**src/hdl/htc_pkg.sv**
```systemverilog
// Purpose: Shared constants for the timer compare and dead-time stage.
// Assumes: 32-bit APB data, byte addresses, one register per word.
// Notes: Values of 10 bits are formed from a low byte and shared high bits.
package htc_pkg;
  // Widths and counts.
  localparam int CW = 10;
  localparam int NCH = 3;
  localparam int NCMP = 4;
  localparam int GW = 4;
  localparam int AW = 8;
  // Register byte offsets.
  localparam logic [7:0] OFS_CTRL = 8'h00;
  localparam logic [7:0] OFS_ACTION = 8'h04;
  localparam logic [7:0] OFS_CMP_A = 8'h08;
  localparam logic [7:0] OFS_CMP_B = 8'h0c;
  localparam logic [7:0] OFS_CMP_TOP = 8'h10;
  localparam logic [7:0] OFS_CMP_D = 8'h14;
  localparam logic [7:0] OFS_COUNT = 8'h18;
  localparam logic [7:0] OFS_HIGH = 8'h1c;
  localparam logic [7:0] OFS_GAP = 8'h20;
  localparam logic [7:0] OFS_FLAGS = 8'h24;
  localparam logic [7:0] OFS_IRQ_EN = 8'h28;
  localparam logic [7:0] OFS_FORCE = 8'h2c;
  // Control register fields.
  localparam int CTRL_PWM_LSB = 0;
  localparam int CTRL_SHAPE = 3;
  localparam int CTRL_INV = 4;
  localparam int CTRL_PS_LSB = 5;
  localparam int CTRL_W = 7;
  // Dead-time register fields.
  localparam int GAP_RISE_LSB = 4;
  localparam int GAP_FALL_LSB = 0;
  // Output action codes.
  localparam logic [1:0] ACT_NONE = 2'h0;
  localparam logic [1:0] ACT_PAIR = 2'h1;
  localparam logic [1:0] ACT_CLEAR = 2'h2;
  localparam logic [1:0] ACT_SET = 2'h3;
  // Reset values.
  localparam logic [9:0] TOP_RESET = 10'h0ff;
  localparam logic [9:0] CMP_RESET = 10'h000;
  localparam int CMP_TOP_IDX = 2;
  // Register selector produced by the address decoder.
  typedef enum logic [3:0] {
    HTC_RG_CTRL, HTC_RG_ACTION, HTC_RG_CMP_A, HTC_RG_CMP_B, HTC_RG_CMP_TOP,
    HTC_RG_CMP_D, HTC_RG_COUNT, HTC_RG_HIGH, HTC_RG_GAP, HTC_RG_FLAGS,
    HTC_RG_IRQ_EN, HTC_RG_FORCE, HTC_RG_NONE
  } htc_reg_t;
endpackage

```
**src/hdl/htc_compare_stage.sv**
```systemverilog
// Purpose: Compare, flag, waveform, dead-time and pin override of the timer.
// Assumes: Counter unit outside supplies count, direction, top and bottom.
// Notes: APB slave, always ready, errors on unmapped addresses.
// Contract
// - Compare counter against all four compare values.
// - Flags A, B, D set one cycle later.
// - Flag and enable raise interrupt request.
// - Flag clears on service or one written.
// - PWM writes buffered, normal writes direct.
// - Buffer moves to active at top/bottom.
// - Read returns latest written compare value.
// - Force strobe acts like match, non-PWM.
// - Force sets no flag, no counter reload.
// - Counter write blocks next-cycle matches.
// - Action bits take effect immediately.
// - Output state kept across mode changes.
// - PWM with action 01 gives pair.
// - Three independent dead-time generators.
// - Dead-time prescaler divides by 1,2,4,8.
// - Edge loads counter; rise waits zero.
// - High field rising, low field falling.
// - Outputs lag waveform at least one cycle.
// - Inversion bit inverts both pair outputs.
// - Normal mode: one-cycle synchroniser only.
// - Other PWM actions behave as normal.
// - Reset clears all compare outputs.
// - Nonzero action overrides port data value.
// - Compare top value feeds counter top.
// - Action zero leaves waveform untouched.
// - Normal toggle action toggles on match.
`timescale 1ns/100ps
`default_nettype none
module htc_compare_stage (
  // Clock and reset.
  input wire logic sys_clk,
  input wire logic rst,
  // APB slave.
  input wire logic psel,
  input wire logic penable,
  input wire logic pwrite,
  input wire logic [htc_pkg::AW-1:0] paddr,
  input wire logic [31:0] pwdata,
  output logic [31:0] prdata,
  output logic pready,
  output logic pslverr,
  // Counter unit.
  input wire logic [htc_pkg::CW-1:0] counter_value,
  input wire logic count_up,
  input wire logic at_top,
  input wire logic at_bottom,
  output logic counter_load,
  output logic [htc_pkg::CW-1:0] counter_load_value,
  output logic [htc_pkg::CW-1:0] compare_value_top,
  // Interrupt requests and service acknowledges.
  output logic [htc_pkg::NCH-1:0] irq_req,
  input wire logic [htc_pkg::NCH-1:0] irq_ack,
  // General port and pins, two per channel: main then complement.
  input wire logic [2*htc_pkg::NCH-1:0] port_data,
  input wire logic [2*htc_pkg::NCH-1:0] port_dir,
  output logic [2*htc_pkg::NCH-1:0] pin_out,
  output logic [2*htc_pkg::NCH-1:0] pin_oe
);
  import htc_pkg::*;

  // Address decoder, shared by the write, read and side-effect paths.
  function automatic htc_reg_t htc_decode(input logic [AW-1:0] a);
    if (a == OFS_CTRL) return HTC_RG_CTRL;
    else if (a == OFS_ACTION) return HTC_RG_ACTION;
    else if (a == OFS_CMP_A) return HTC_RG_CMP_A;
    else if (a == OFS_CMP_B) return HTC_RG_CMP_B;
    else if (a == OFS_CMP_TOP) return HTC_RG_CMP_TOP;
    else if (a == OFS_CMP_D) return HTC_RG_CMP_D;
    else if (a == OFS_COUNT) return HTC_RG_COUNT;
    else if (a == OFS_HIGH) return HTC_RG_HIGH;
    else if (a == OFS_GAP) return HTC_RG_GAP;
    else if (a == OFS_FLAGS) return HTC_RG_FLAGS;
    else if (a == OFS_IRQ_EN) return HTC_RG_IRQ_EN;
    else if (a == OFS_FORCE) return HTC_RG_FORCE;
    else return HTC_RG_NONE;
  endfunction

  // Output channel to compare index: A, B, then D (top sits between).
  function automatic int htc_ch_cmp(input int c);
    return (c == NCH - 1) ? NCMP - 1 : c;
  endfunction

  // Software-visible state.
  logic [CTRL_W-1:0] ctrl_reg, ctrl_next; // Modes, shape, invert, prescale.
  logic [2*NCH-1:0] act_reg, act_next; // Output action per channel.
  logic [CW-1:0] cmp_buf_reg [NCMP]; // Latest written compare values.
  logic [CW-1:0] cmp_buf_next [NCMP];
  logic [CW-1:0] cmp_act_reg [NCMP]; // Values the comparator uses.
  logic [CW-1:0] cmp_act_next [NCMP];
  logic [1:0] high_reg, high_next; // Shared high bits.
  logic [7:0] gap_reg, gap_next; // Rise and fall dead-time fields.
  logic [NCH-1:0] flag_reg, flag_next; // Match flags A, B, D.
  logic [NCH-1:0] ien_reg, ien_next; // Interrupt enables.
  logic [NCH-1:0] wave_reg, wave_next; // Raw waveforms.
  logic block_reg, block_next; // Matches blocked this cycle.
  logic load_reg, load_next;
  logic [CW-1:0] load_val_reg, load_val_next;
  logic [2:0] div_reg, div_next; // Dead-time prescaler.
  logic [31:0] prdata_reg, prdata_next;

  // Decoded bus phase.
  htc_reg_t sel;
  logic wr, rd, setup_rd;
  logic pwm_any, shape, upd_pt, gap_tick;
  logic [2:0] ps_mask;
  logic [NCMP-1:0] match_raw, match_ev;
  logic [NCH-1:0] clr, force_ev;
  logic [NCH-1:0] pwm_ch;
  logic [NCH-1:0] main_o, comp_o;
  int ci;

  // Bus handshake; the slave never inserts wait states.
  always_comb begin
    sel = htc_decode(paddr);
    wr = psel && penable && pwrite;
    rd = psel && penable && !pwrite;
    setup_rd = psel && !penable && !pwrite;
    pready = 1'b1;
    pslverr = psel && penable && (sel == HTC_RG_NONE);
  end

  // Mode decode and comparators, including the top value.
  always_comb begin
    pwm_ch = ctrl_reg[CTRL_PWM_LSB +: NCH];
    pwm_any = |pwm_ch;
    shape = ctrl_reg[CTRL_SHAPE];
    // Fast shape reloads at top, the dual-slope shape at bottom.
    upd_pt = shape ? at_bottom : at_top;
    for (int i = 0; i < NCMP; i++) begin
      match_raw[i] = counter_value == cmp_act_reg[i];
    end
    match_ev = block_reg ? '0 : match_raw;
    ps_mask = (3'h1 << ctrl_reg[CTRL_PS_LSB +: 2]) - 3'h1;
    gap_tick = (div_reg & ps_mask) == 3'h0;
    div_next = div_reg + 3'h1;
  end

  // Register writes, compare buffering, flags and read side effects.
  always_comb begin
    ctrl_next = ctrl_reg;
    act_next = act_reg;
    high_next = high_reg;
    gap_next = gap_reg;
    ien_next = ien_reg;
    load_next = 1'b0;
    load_val_next = load_val_reg;
    block_next = wr && (sel == HTC_RG_COUNT);
    ci = int'(sel) - int'(HTC_RG_CMP_A);
    for (int i = 0; i < NCMP; i++) begin
      cmp_buf_next[i] = cmp_buf_reg[i];
    end
    if (wr) begin
      if (sel == HTC_RG_CTRL) begin
        ctrl_next = pwdata[CTRL_W-1:0];
      end else if (sel == HTC_RG_ACTION) begin
        act_next = pwdata[2*NCH-1:0];
      end else if (ci >= 0 && ci < NCMP) begin
        cmp_buf_next[ci] = {high_reg, pwdata[7:0]};
      end else if (sel == HTC_RG_COUNT) begin
        load_next = 1'b1;
        load_val_next = {high_reg, pwdata[7:0]};
      end else if (sel == HTC_RG_HIGH) begin
        high_next = pwdata[1:0];
      end else if (sel == HTC_RG_GAP) begin
        gap_next = pwdata[7:0];
      end else if (sel == HTC_RG_IRQ_EN) begin
        ien_next = pwdata[NCH-1:0];
      end
    end
    // A low-byte read parks the upper bits for the next access.
    if (rd && ci >= 0 && ci < NCMP) begin
      high_next = cmp_buf_reg[ci][CW-1:8];
    end else if (rd && sel == HTC_RG_COUNT) begin
      high_next = counter_value[CW-1:8];
    end
    // Normal mode bypasses the buffer; PWM waits for the update point.
    for (int i = 0; i < NCMP; i++) begin
      if (!pwm_any) begin
        cmp_act_next[i] = cmp_buf_next[i];
      end else if (upd_pt) begin
        cmp_act_next[i] = cmp_buf_reg[i];
      end else begin
        cmp_act_next[i] = cmp_act_reg[i];
      end
    end
    // Set wins over clear so an event in the clearing cycle survives.
    clr = irq_ack;
    if (wr && sel == HTC_RG_FLAGS) begin
      clr = clr | pwdata[NCH-1:0];
    end
    for (int c = 0; c < NCH; c++) begin
      flag_next[c] = (flag_reg[c] && !clr[c]) || match_ev[htc_ch_cmp(c)];
    end
  end

  // Waveform generator per channel.
  always_comb begin
    for (int c = 0; c < NCH; c++) begin
      force_ev[c] = wr && (sel == HTC_RG_FORCE) && pwdata[c] && !pwm_ch[c];
      wave_next[c] = wave_reg[c];
      if (act_reg[2*c +: 2] != ACT_NONE) begin
        if (!pwm_ch[c]) begin
          // A forced match changes only the waveform, never flags or count.
          if (match_ev[htc_ch_cmp(c)] || force_ev[c]) begin
            if (act_reg[2*c +: 2] == ACT_PAIR) begin
              wave_next[c] = !wave_reg[c];
            end else begin
              wave_next[c] = act_reg[2*c +: 2] == ACT_SET;
            end
          end
        end else if (!shape) begin
          if (match_ev[htc_ch_cmp(c)]) begin
            wave_next[c] = act_reg[2*c +: 2] == ACT_SET;
          end else if (at_bottom) begin
            wave_next[c] = act_reg[2*c +: 2] != ACT_SET;
          end
        end else if (match_ev[htc_ch_cmp(c)]) begin
          wave_next[c] = (act_reg[2*c +: 2] == ACT_SET) ~^ count_up;
        end
      end
    end
  end

  // Read data is captured in the setup phase and held through access.
  always_comb begin
    prdata_next = prdata_reg;
    if (setup_rd) begin
      prdata_next = '0;
      if (sel == HTC_RG_CTRL) begin
        prdata_next[CTRL_W-1:0] = ctrl_reg;
      end else if (sel == HTC_RG_ACTION) begin
        prdata_next[2*NCH-1:0] = act_reg;
      end else if (ci >= 0 && ci < NCMP) begin
        prdata_next[CW-1:0] = cmp_buf_reg[ci];
      end else if (sel == HTC_RG_COUNT) begin
        prdata_next[CW-1:0] = counter_value;
      end else if (sel == HTC_RG_HIGH) begin
        prdata_next[1:0] = high_reg;
      end else if (sel == HTC_RG_GAP) begin
        prdata_next[7:0] = gap_reg;
      end else if (sel == HTC_RG_FLAGS) begin
        prdata_next[NCH-1:0] = flag_reg;
      end else if (sel == HTC_RG_IRQ_EN) begin
        prdata_next[NCH-1:0] = ien_reg;
      end
    end
  end

  // All state registers; reset leaves the waveforms low and top at default.
  always_ff @(posedge sys_clk or posedge rst) begin
    if (rst) begin
      ctrl_reg <= '0;
      act_reg <= '0;
      high_reg <= '0;
      gap_reg <= '0;
      flag_reg <= '0;
      ien_reg <= '0;
      wave_reg <= '0;
      block_reg <= 1'b0;
      load_reg <= 1'b0;
      load_val_reg <= '0;
      div_reg <= '0;
      prdata_reg <= '0;
      for (int i = 0; i < NCMP; i++) begin
        cmp_buf_reg[i] <= (i == CMP_TOP_IDX) ? TOP_RESET : CMP_RESET;
        cmp_act_reg[i] <= (i == CMP_TOP_IDX) ? TOP_RESET : CMP_RESET;
      end
    end else begin
      ctrl_reg <= ctrl_next;
      act_reg <= act_next;
      high_reg <= high_next;
      gap_reg <= gap_next;
      flag_reg <= flag_next;
      ien_reg <= ien_next;
      wave_reg <= wave_next;
      block_reg <= block_next;
      load_reg <= load_next;
      load_val_reg <= load_val_next;
      div_reg <= div_next;
      prdata_reg <= prdata_next;
      for (int i = 0; i < NCMP; i++) begin
        cmp_buf_reg[i] <= cmp_buf_next[i];
        cmp_act_reg[i] <= cmp_act_next[i];
      end
    end
  end

  // One dead-time generator per output channel.
  for (genvar g = 0; g < NCH; g++) begin : g_gap
    htc_gap_gen u_gap (
      .sys_clk(sys_clk),
      .rst(rst),
      .raw_waveform(wave_reg[g]),
      .pair_enable(pwm_ch[g] && act_reg[2*g +: 2] == ACT_PAIR),
      .pair_invert(ctrl_reg[CTRL_INV]),
      .gap_tick(gap_tick),
      .rise_gap_count(gap_reg[GAP_RISE_LSB +: GW]),
      .fall_gap_count(gap_reg[GAP_FALL_LSB +: GW]),
      .out_main(main_o[g]),
      .out_comp(comp_o[g])
    );
  end

  // Pin override; direction always stays with the port direction bits.
  always_comb begin
    pin_oe = port_dir;
    for (int c = 0; c < NCH; c++) begin
      pin_out[2*c] = (act_reg[2*c +: 2] != ACT_NONE) ? main_o[c] : port_data[2*c];
      pin_out[2*c+1] = (act_reg[2*c +: 2] != ACT_NONE) ? comp_o[c] : port_data[2*c+1];
    end
  end

  // Remaining outputs.
  assign irq_req = flag_reg & ien_reg;
  assign counter_load = load_reg;
  assign counter_load_value = load_val_reg;
  assign compare_value_top = cmp_act_reg[CMP_TOP_IDX];
  assign prdata = prdata_reg;
endmodule // htc_compare_stage
`default_nettype wire

```
**src/hdl/htc_gap_gen.sv**
```systemverilog
// Purpose: One dead-time generator for a complementary output pair.
// Assumes: Waveform and prescaled tick come from the same clock.
// Notes: With pairing off it is a plain one-cycle synchroniser.
`timescale 1ns/100ps
`default_nettype none
module htc_gap_gen (
  // Clock and reset.
  input wire logic sys_clk,
  input wire logic rst,
  // Waveform and controls.
  input wire logic raw_waveform,
  input wire logic pair_enable,
  input wire logic pair_invert,
  input wire logic gap_tick,
  input wire logic [htc_pkg::GW-1:0] rise_gap_count,
  input wire logic [htc_pkg::GW-1:0] fall_gap_count,
  // Output pair.
  output logic out_main,
  output logic out_comp
);
  import htc_pkg::*;
  logic raw_reg, raw_next; // Last waveform, for edge detection.
  logic [GW-1:0] cnt_reg, cnt_next; // Dead-time down counter.
  logic main_reg, main_next;
  logic comp_reg, comp_next;
  logic edge_seen;
  logic busy;

  // Load on an edge, count down on ticks, and hold the rising side off.
  always_comb begin
    edge_seen = raw_waveform != raw_reg;
    busy = edge_seen || (cnt_reg != '0);
    raw_next = raw_waveform;
    cnt_next = cnt_reg;
    if (edge_seen) begin
      cnt_next = raw_waveform ? rise_gap_count : fall_gap_count;
    end else if (gap_tick && cnt_reg != '0) begin
      cnt_next = cnt_reg - GW'(1);
    end
    if (pair_enable) begin
      // Both sides stay inactive while the gap runs; inversion flips both.
      main_next = (raw_waveform && !busy) ^ pair_invert;
      comp_next = (!raw_waveform && !busy) ^ pair_invert;
    end else begin
      main_next = raw_waveform;
      comp_next = !raw_waveform;
    end
  end

  // Register stage; reset drives both outputs low.
  always_ff @(posedge sys_clk or posedge rst) begin
    if (rst) begin
      raw_reg <= 1'b0;
      cnt_reg <= '0;
      main_reg <= 1'b0;
      comp_reg <= 1'b0;
    end else begin
      raw_reg <= raw_next;
      cnt_reg <= cnt_next;
      main_reg <= main_next;
      comp_reg <= comp_next;
    end
  end
  assign out_main = main_reg;
  assign out_comp = comp_reg;
endmodule // htc_gap_gen
`default_nettype wire

```
**config.mk**
```make
export PLATFORM = sky130hd
export DESIGN_NAME = htc_compare_stage
export DESIGN_NICKNAME = d
export VERILOG_FILES = /design/src/hdl/htc_pkg.sv /design/src/hdl/htc_compare_stage.sv /design/src/hdl/htc_gap_gen.sv
export SDC_FILE = /design/constraint.sdc
export NUM_CORES = 1
export LEC_CHECK = 0
export BUFFER_PORTS_ARGS = -buffer_cell sky130_fd_sc_hd__buf_2
export CORE_MARGIN = 5
export CORE_UTILIZATION = 50
export DETAILED_ROUTE_END_ITERATION = 6
export HOLD_SLACK_MARGIN = 0.1
export PLACE_DENSITY = 0.74
export SYNTH_ARGS = -nofsm -noshare
export SYNTH_HDL_FRONTEND = slang
export SYNTH_HIERARCHICAL = 1
export SYNTH_SLANG_ARGS = --single-unit
export TNS_END_PERCENT = 1
```
**constraint.sdc**
```tcl
create_clock -name sys_clk -period 4.9 [get_ports sys_clk]
set_clock_uncertainty 0.2 [all_clocks]
set_input_delay 0.98 -clock sys_clk [delete_from_list [all_inputs] [get_ports sys_clk]]
set_output_delay 0.98 -clock sys_clk [all_outputs]
set_load 0.02 [all_outputs]
```
* Word-level counts from Yosys, hierarchy flattened
Cells that the tools add are included.
W data, S select, Z words.
** Word-level totals
- Bits in registers :: 158
- Latch bits :: 0
- Bits in writable memories :: 0
- Bits in read-only memories :: 0
- Input bits :: 73
- Memories :: 0
** Operators by class
- $add $sub $neg :: 6
- $mul :: 0
- Div/mod/pow operators :: 0
- $lt $le $gt $ge :: 4
- Eq/ne operators :: 46
- Shift operators :: 1
- Muxes and demuxes :: 101
- Bitwise logic cells :: 19
- Reductions and logical operators :: 85
** Operators by type and width (count)
- $mux W40 :: 4
- $mux W10 :: 12
- $mux W4 :: 19
- $bwmux W40 :: 1
- $eq A10 B10 Y1 :: 4
- $mux W1 :: 39
- $logic_and A1 B1 Y1 :: 35
- $eq A8 B5 Y1 const B :: 4
- $eq A8 B6 Y1 const B :: 4
- $ge A32 B3 Y1 const B :: 1
- $lt A32 B1 Y1 const B :: 1
- $not A32 Y32 :: 1
- $mux W3 :: 9
- $ne A3 B2 Y1 const B :: 7
- $bmux W10 S2 :: 1
- $demux W10 S2 :: 1
- $eq A4 B4 Y1 const B :: 5
- $mux W2 :: 10
- $reduce_bool A2 Y1 :: 9
- $eq A8 B4 Y1 const B :: 2
- $logic_not A1 Y1 :: 14
- $mux W6 :: 2
- $reduce_and A4 Y1 :: 3
- $reduce_bool A4 Y1 :: 3
- 36 further kinds :: 71

* Longest topological paths before layout
- Depth in word-level cells :: 25
- Mapped depth :: 14
- Depth with buffers taken out :: 13

* Modules after synthesis
The synthesis kept the hierarchy.
** Modules (own cells, without submodules)
- htc_compare_stage :: instances 1, cells an instance 728, area each 7494.7 um2
- htc_gap_gen (g_gap[0].u_gap ...) :: instances 2, cells an instance 47, area each 445.4 um2
- htc_gap_gen (g_gap[2].u_gap) :: instances 1, cells an instance 51, area each 478.0 um2

* Least setup slack after synthesis
No wires, ideal clock.
- Path type :: input-to-reg
- Start point :: in paddr[7] in the netlist's numbering
- End point :: reg gap_reg[0]
- Library setup time :: 0.125 ns
- Arrival :: 4.154 ns
- Data required time :: 4.575 ns
- Slack :: 0.421 ns
- Stages :: 12
- Path through :: or4_4 -> buf_2 -> or3_1 -> a21oi_1 -> clkinv_1 -> and3_1 -> ha_1 -> nor3_1 -> and2_1 -> o311a_1 -> clkbuf_1 -> mux2_2
** Between the ends
- Word-level cells in the longest chain between the ends :: 18
- Elaborated cells between the ends (all ways) :: 39
- Those cells by class :: 1 x add/sub; 2 x order compare; 15 x eq/ne; 12 x mux; 5 x bitwise; 4 x reduce/logical
** Ends and longest elaborated chain
- start, declared :: line htc_compare_stage.sv:41 : input wire logic [htc_pkg::AW-1:0] paddr,
- $eq A8 B6 Y1 :: line htc_compare_stage.sv:78 : else if (a == OFS_FORCE) return HTC_RG_FORCE;
- $mux W3 :: line htc_compare_stage.sv:78
- $mux W3 :: line htc_compare_stage.sv:77 : else if (a == OFS_IRQ_EN) return HTC_RG_IRQ_EN;
- $mux W3 :: line htc_compare_stage.sv:76 : else if (a == OFS_FLAGS) return HTC_RG_FLAGS;
- $mux W3 :: line htc_compare_stage.sv:75 : else if (a == OFS_GAP) return HTC_RG_GAP;
- $mux W4 :: line htc_compare_stage.sv:74 : else if (a == OFS_HIGH) return HTC_RG_HIGH;
- $mux W4 :: line htc_compare_stage.sv:73 : else if (a == OFS_COUNT) return HTC_RG_COUNT;
- $mux W4 :: line htc_compare_stage.sv:72 : else if (a == OFS_CMP_D) return HTC_RG_CMP_D;
- (+2 left out)
- $mux W4 :: line htc_compare_stage.sv:69 : else if (a == OFS_CMP_A) return HTC_RG_CMP_A;
- $mux W4 :: line htc_compare_stage.sv:68 : else if (a == OFS_ACTION) return HTC_RG_ACTION;
- $mux W4 (*) :: line htc_compare_stage.sv:67 : if (a == OFS_CTRL) return HTC_RG_CTRL;
- $sub A4 B2 Y5 :: line htc_compare_stage.sv:152 : ci = int'(sel) - int'(HTC_RG_CMP_A);
- $ge A5 B1 Y1 or $lt A5 B4 Y1 (tied branches) :: line htc_compare_stage.sv:161 : end else if (ci >= 0 && ci < NCMP) begin
- $logic_and A1 B1 Y1 :: line htc_compare_stage.sv:161
- $not A1 Y1 (no source line)
- $reduce_and A7 Y1 (no source line) (*)
- end signal, assigned :: line htc_compare_stage.sv:276 : gap_reg <= gap_next;
- end, declared :: line htc_compare_stage.sv:95 : logic [7:0] gap_reg, gap_next;
Every way passes the cells marked *; elsewhere a longest branch is shown, timed or not.
A chain may end at the register's enable or synchronous reset.

* Worst setup path after layout
- Start point :: in paddr[7] in the netlist's numbering
- End point :: reg cmp_act_reg[31] in the netlist's numbering
** Between the ends
- Word-level cells in the longest chain between the ends :: 25
- Elaborated cells between the ends (all ways) :: 42
- Those cells by class :: 1 x add/sub; 4 x order compare; 12 x eq/ne; 20 x mux; 1 x bitwise; 4 x reduce/logical
** Ends and longest elaborated chain
- $eq A8 B6 Y1 :: line htc_compare_stage.sv:78
- $mux W3 :: line htc_compare_stage.sv:78
- $mux W3 :: line htc_compare_stage.sv:77
- $mux W3 :: line htc_compare_stage.sv:76
- $mux W3 :: line htc_compare_stage.sv:75
- $mux W4 :: line htc_compare_stage.sv:74
- $mux W4 :: line htc_compare_stage.sv:73
- $mux W4 :: line htc_compare_stage.sv:72
- (+9 left out)
- $mux W10 (not written as such) :: line htc_compare_stage.sv:162 : cmp_buf_next[ci] = {high_reg, pwdata[7:0]};
- $demux W10 S2 :: line htc_compare_stage.sv:162
- $bwmux W40 :: line htc_compare_stage.sv:162
- $mux W40 :: line htc_compare_stage.sv:161
- $mux W40 :: line htc_compare_stage.sv:159 : end else if (sel == HTC_RG_ACTION) begin
- $mux W40 (*) :: line htc_compare_stage.sv:157 : if (sel == HTC_RG_CTRL) begin
- $mux W40 (*) :: line htc_compare_stage.sv:156 : if (wr) begin
- $mux W10 (*) :: line htc_compare_stage.sv:182 : if (!pwm_any) begin
- end signal, assigned by index :: line htc_compare_stage.sv:270 : cmp_act_reg[i] <= (i == CMP_TOP_IDX) ? TOP_RESET : CMP_RESET;
- end signal, assigned by index :: line htc_compare_stage.sv:287 : cmp_act_reg[i] <= cmp_act_next[i];
- end, declared :: line htc_compare_stage.sv:92 : logic [CW-1:0] cmp_act_reg [NCMP];
Marked as above.

==> summary.md <==
| Metric | Value |
|---|---|
| Postcts setup bufs | 0 |
| H-tree depth | 4 |
| Worst vdd ir | 0.248 mV |
| Hold Crit Class | reg2reg |
| Die area | 20500 sq um |
| Post-synth top area share | 0.401 |
| Num CTS Buffers | 17 |
| Final Hold Viols | 0 |
| I/O pin total | 143 |
| Final critical-path required period | 4510 ps |
| Detailed Place HPWL | 18100 um |
| Clock sink total | 158 |
| Max-cap violations | 0 |
| Worst-Margin Slew | 1060 ps |
| Final Instance Count excl. Fillers | 1166 |
| Wirelength per Cell | 21.8 um |
| Fraction of layout cells with a size suffix above 1 | 0.286 |
| Total number of yosys warnings | 6 |
| CP Data Arrival Time | 4580 ps |
| Vias in the first global route | 7248 |
| Worst path max stage delay | 720 ps |
| FP Rows | 48 |
| Die W | 143 um |
| Final nets | 1006 |
| Post-cts sizing count | 0 |
| Synth cell count leaders | dfrtp_1 (142), mux2_2 (85), nand2_1 (52) |
| Mean Syn Cell Area | 10.2 sq um |
| Core area | 17400 sq um |
| Pwr/cell area | 338 nW/um^2 |
| Post-synthesis cell count | 873 |
| Clock tree root buffer cell | clkbuf_16 |
| Count of cell types in the netlist | 75 |
| Slew HR | 0.291 |
| Most common cell in the netlist | dfrtp_1 |
| Remaining antenna violation count | 0 |
| Status | finished, final reports clean |
| Max Root-Sink Buffers | 2 |
| CP required | 4970 ps |
| Largest net degree at the start of global routing | 74 |
| Worst path cell trace | buf_2, nor4_1, nand3_1, ha_1, or3_4, nand2_1, and3_1, ha_1, nand2_1, a2111o_1, or3_1, o22ai_1, a31oi_1 |
| Area growth from synthesis to layout | 11.9% |
| Initial Util | 0.511 |
| Pre-antenna DRT Iters | 5 |
| Yosys top cell by area | dfrtp_1 |
| Die height | 143 um |
| Crit end category | flop |
| First-pass GRT wire length | 40200 um |
| Number of flip-flops in the largest register | 40 |
| TritonCTS clock tree | built |
| Netlist Area Pre-Place | 8860 sq um |
| # port buffers | 83 |
| Routed via count | 7149 |
| Gpl congestion | 0.955 |
| Total wire length | 25400 um |
| Post-DR vias/cell | 6.13 |
| Hold buffers post-CTS | 0 |
| GR Util All Layers | 0.256 |
| Antenna violations before repair | 0 |
| Dpl cells | 1133 |
| Slowest-stage cell, CP | or3_1 |
| Crit path launch type | input pin |
| Number of remaining DRC errors | 0 |
| Main synth FF type | dfrtp_1 |
| RSZ-0062 raised after global routing | no |
| DRT iter0 DRCs | 638 |
| Number of synthesized register bits | 158 |
| Worst setup path class | in2reg |
| Setup TNS | 0 ps |
| Post-synthesis sequential area ratio | 0.448 |
| Grt ovf | 0 |
| Final period util | 0.920 |
| Max Clock Freq | 222 MHz |
| Clock slew at reported path FFs | 70 ps |
| Async S/R FF share, synth | 1.00 |
| Worst-Skew Late Latency | 430 ps |
| Finish-stage setup viols | 0 |
| Highest fanout seen on the critical path | 20 |
| Number of synthesized flops with an enable pin | 0 |
| Area contributors post-synth | dfrtp_1 (40%), mux2_2 (11%), dfstp_2 (4.7%) |
| Static Leak | 4.77 nW |
| Max-slew violations | 0 |
==> worst paths after layout <==
kind / from / to / slack (ps) / depth (start not counted)
worst max-delay path: paddr[7] / cmp_act_reg[31] / 390 / 13
worst max register to register: ctrl_reg[0] / cmp_act_reg[23] / 2050 / 4
max in group asynchronous: rst / compare_value_top[5] / 3050 / 3
worst min-delay path: div_reg[0] / div_reg[0] / 260 / 1
min in group asynchronous: rst / g_gap[1].u_gap/cnt_reg[2] / 340 / 2
worst min register to register: div_reg[0] / div_reg[0] / 260 / 1
==> layer usage <==
| metal | GRT usage | vias up | wire length [um] |
|---|---|---|---|
| li1 | - | 3242 | - |
| met1 | 0.330 | 3544 | 10300 |
| met2 | 0.408 | 296 | 12200 |
| met3 | 0.0576 | 67 | 1800 |
| met4 | 0.128 | 0 | 1120 |
| met5 | 0 | - | 0 |
==> stage by stage <==
| step | hold slack, ps | cell area, sq um | power (mW) | util | setup slack, ps |
|---|---|---|---|---|---|
| 2_1_floorplan | 215 | 8940 | 1.89 | - | 78.7 |
| 3_3_place_gp | 229 | 9320 | 2.00 | 0.537 | 180 |
| 3_5_place_dp | 252 | 9320 | 2.02 | 0.537 | 36.5 |
| 4_1_cts | 268 | 9910 | 3.37 | 0.571 | 443 |
| 5_1_grt | 272 | 9910 | 3.50 | 0.571 | 223 |
| 6_report | 262 | 9920 | 3.36 | 0.571 | 392 |
==> cell families after synthesis <==
group,after synthesis,share of synthesized area
XOR/XNOR,35,0.0346
flip-flops,158,0.448
adder cells (fa/ha/maj),6,0.00847
AO/OA/AOI/OAI,233,0.179
multiplexers,108,0.135
buffers and inverters,124,0.0717
other,2,0.000847
AND/OR/NAND/NOR,207,0.122
==> cells in the final DEF (no fill, tap or decap), types with 17 or more instances in the layout <==
master / n
a21oi_1: 46
a21o_1: 25
a22o_1: 22
o21ai_0: 29
xor2_1: 19
dfrtp_1: 142
mux2i_1: 21
nor2_1: 51
mux2_2: 85
conb_1: 23
buf_2: 83
o22ai_1: 30
buf_4: 21
nand2_1: 52
clkbuf_16: 17
a31oi_1: 17
inv_1: 31
==> worst max-delay path, delay by kind of cell <==
family | cells | cell delay (ps)
AOI/OAI and AO/OA | 3 | 810
adders and majority gates | 2 | 430
buffers and inverters | 1 | 110
and+or+nand+nor | 7 | 2220
==> where the power goes <==
part / switching, mW / leakage [nW] / internal (mW)
clock: 0.574 / 0.292 / 0.778
sequential: 0.0722 / 2.06 / 1.38
combinational: 0.307 / 2.42 / 0.246
total: 0.953 / 4.77 / 2.40
==> cell type report <==
class                      count  area, sq um
sequential                   158         3970
clock buffer                  19          443
multi-input combinational    612         4350
antenna                        1         2.50
tap                          225          282
fill                        1496         7440
timing repair buffer         104          573
clock inverter                13          156
inverter                      34          133
Power figures use the tool's default switching activity.
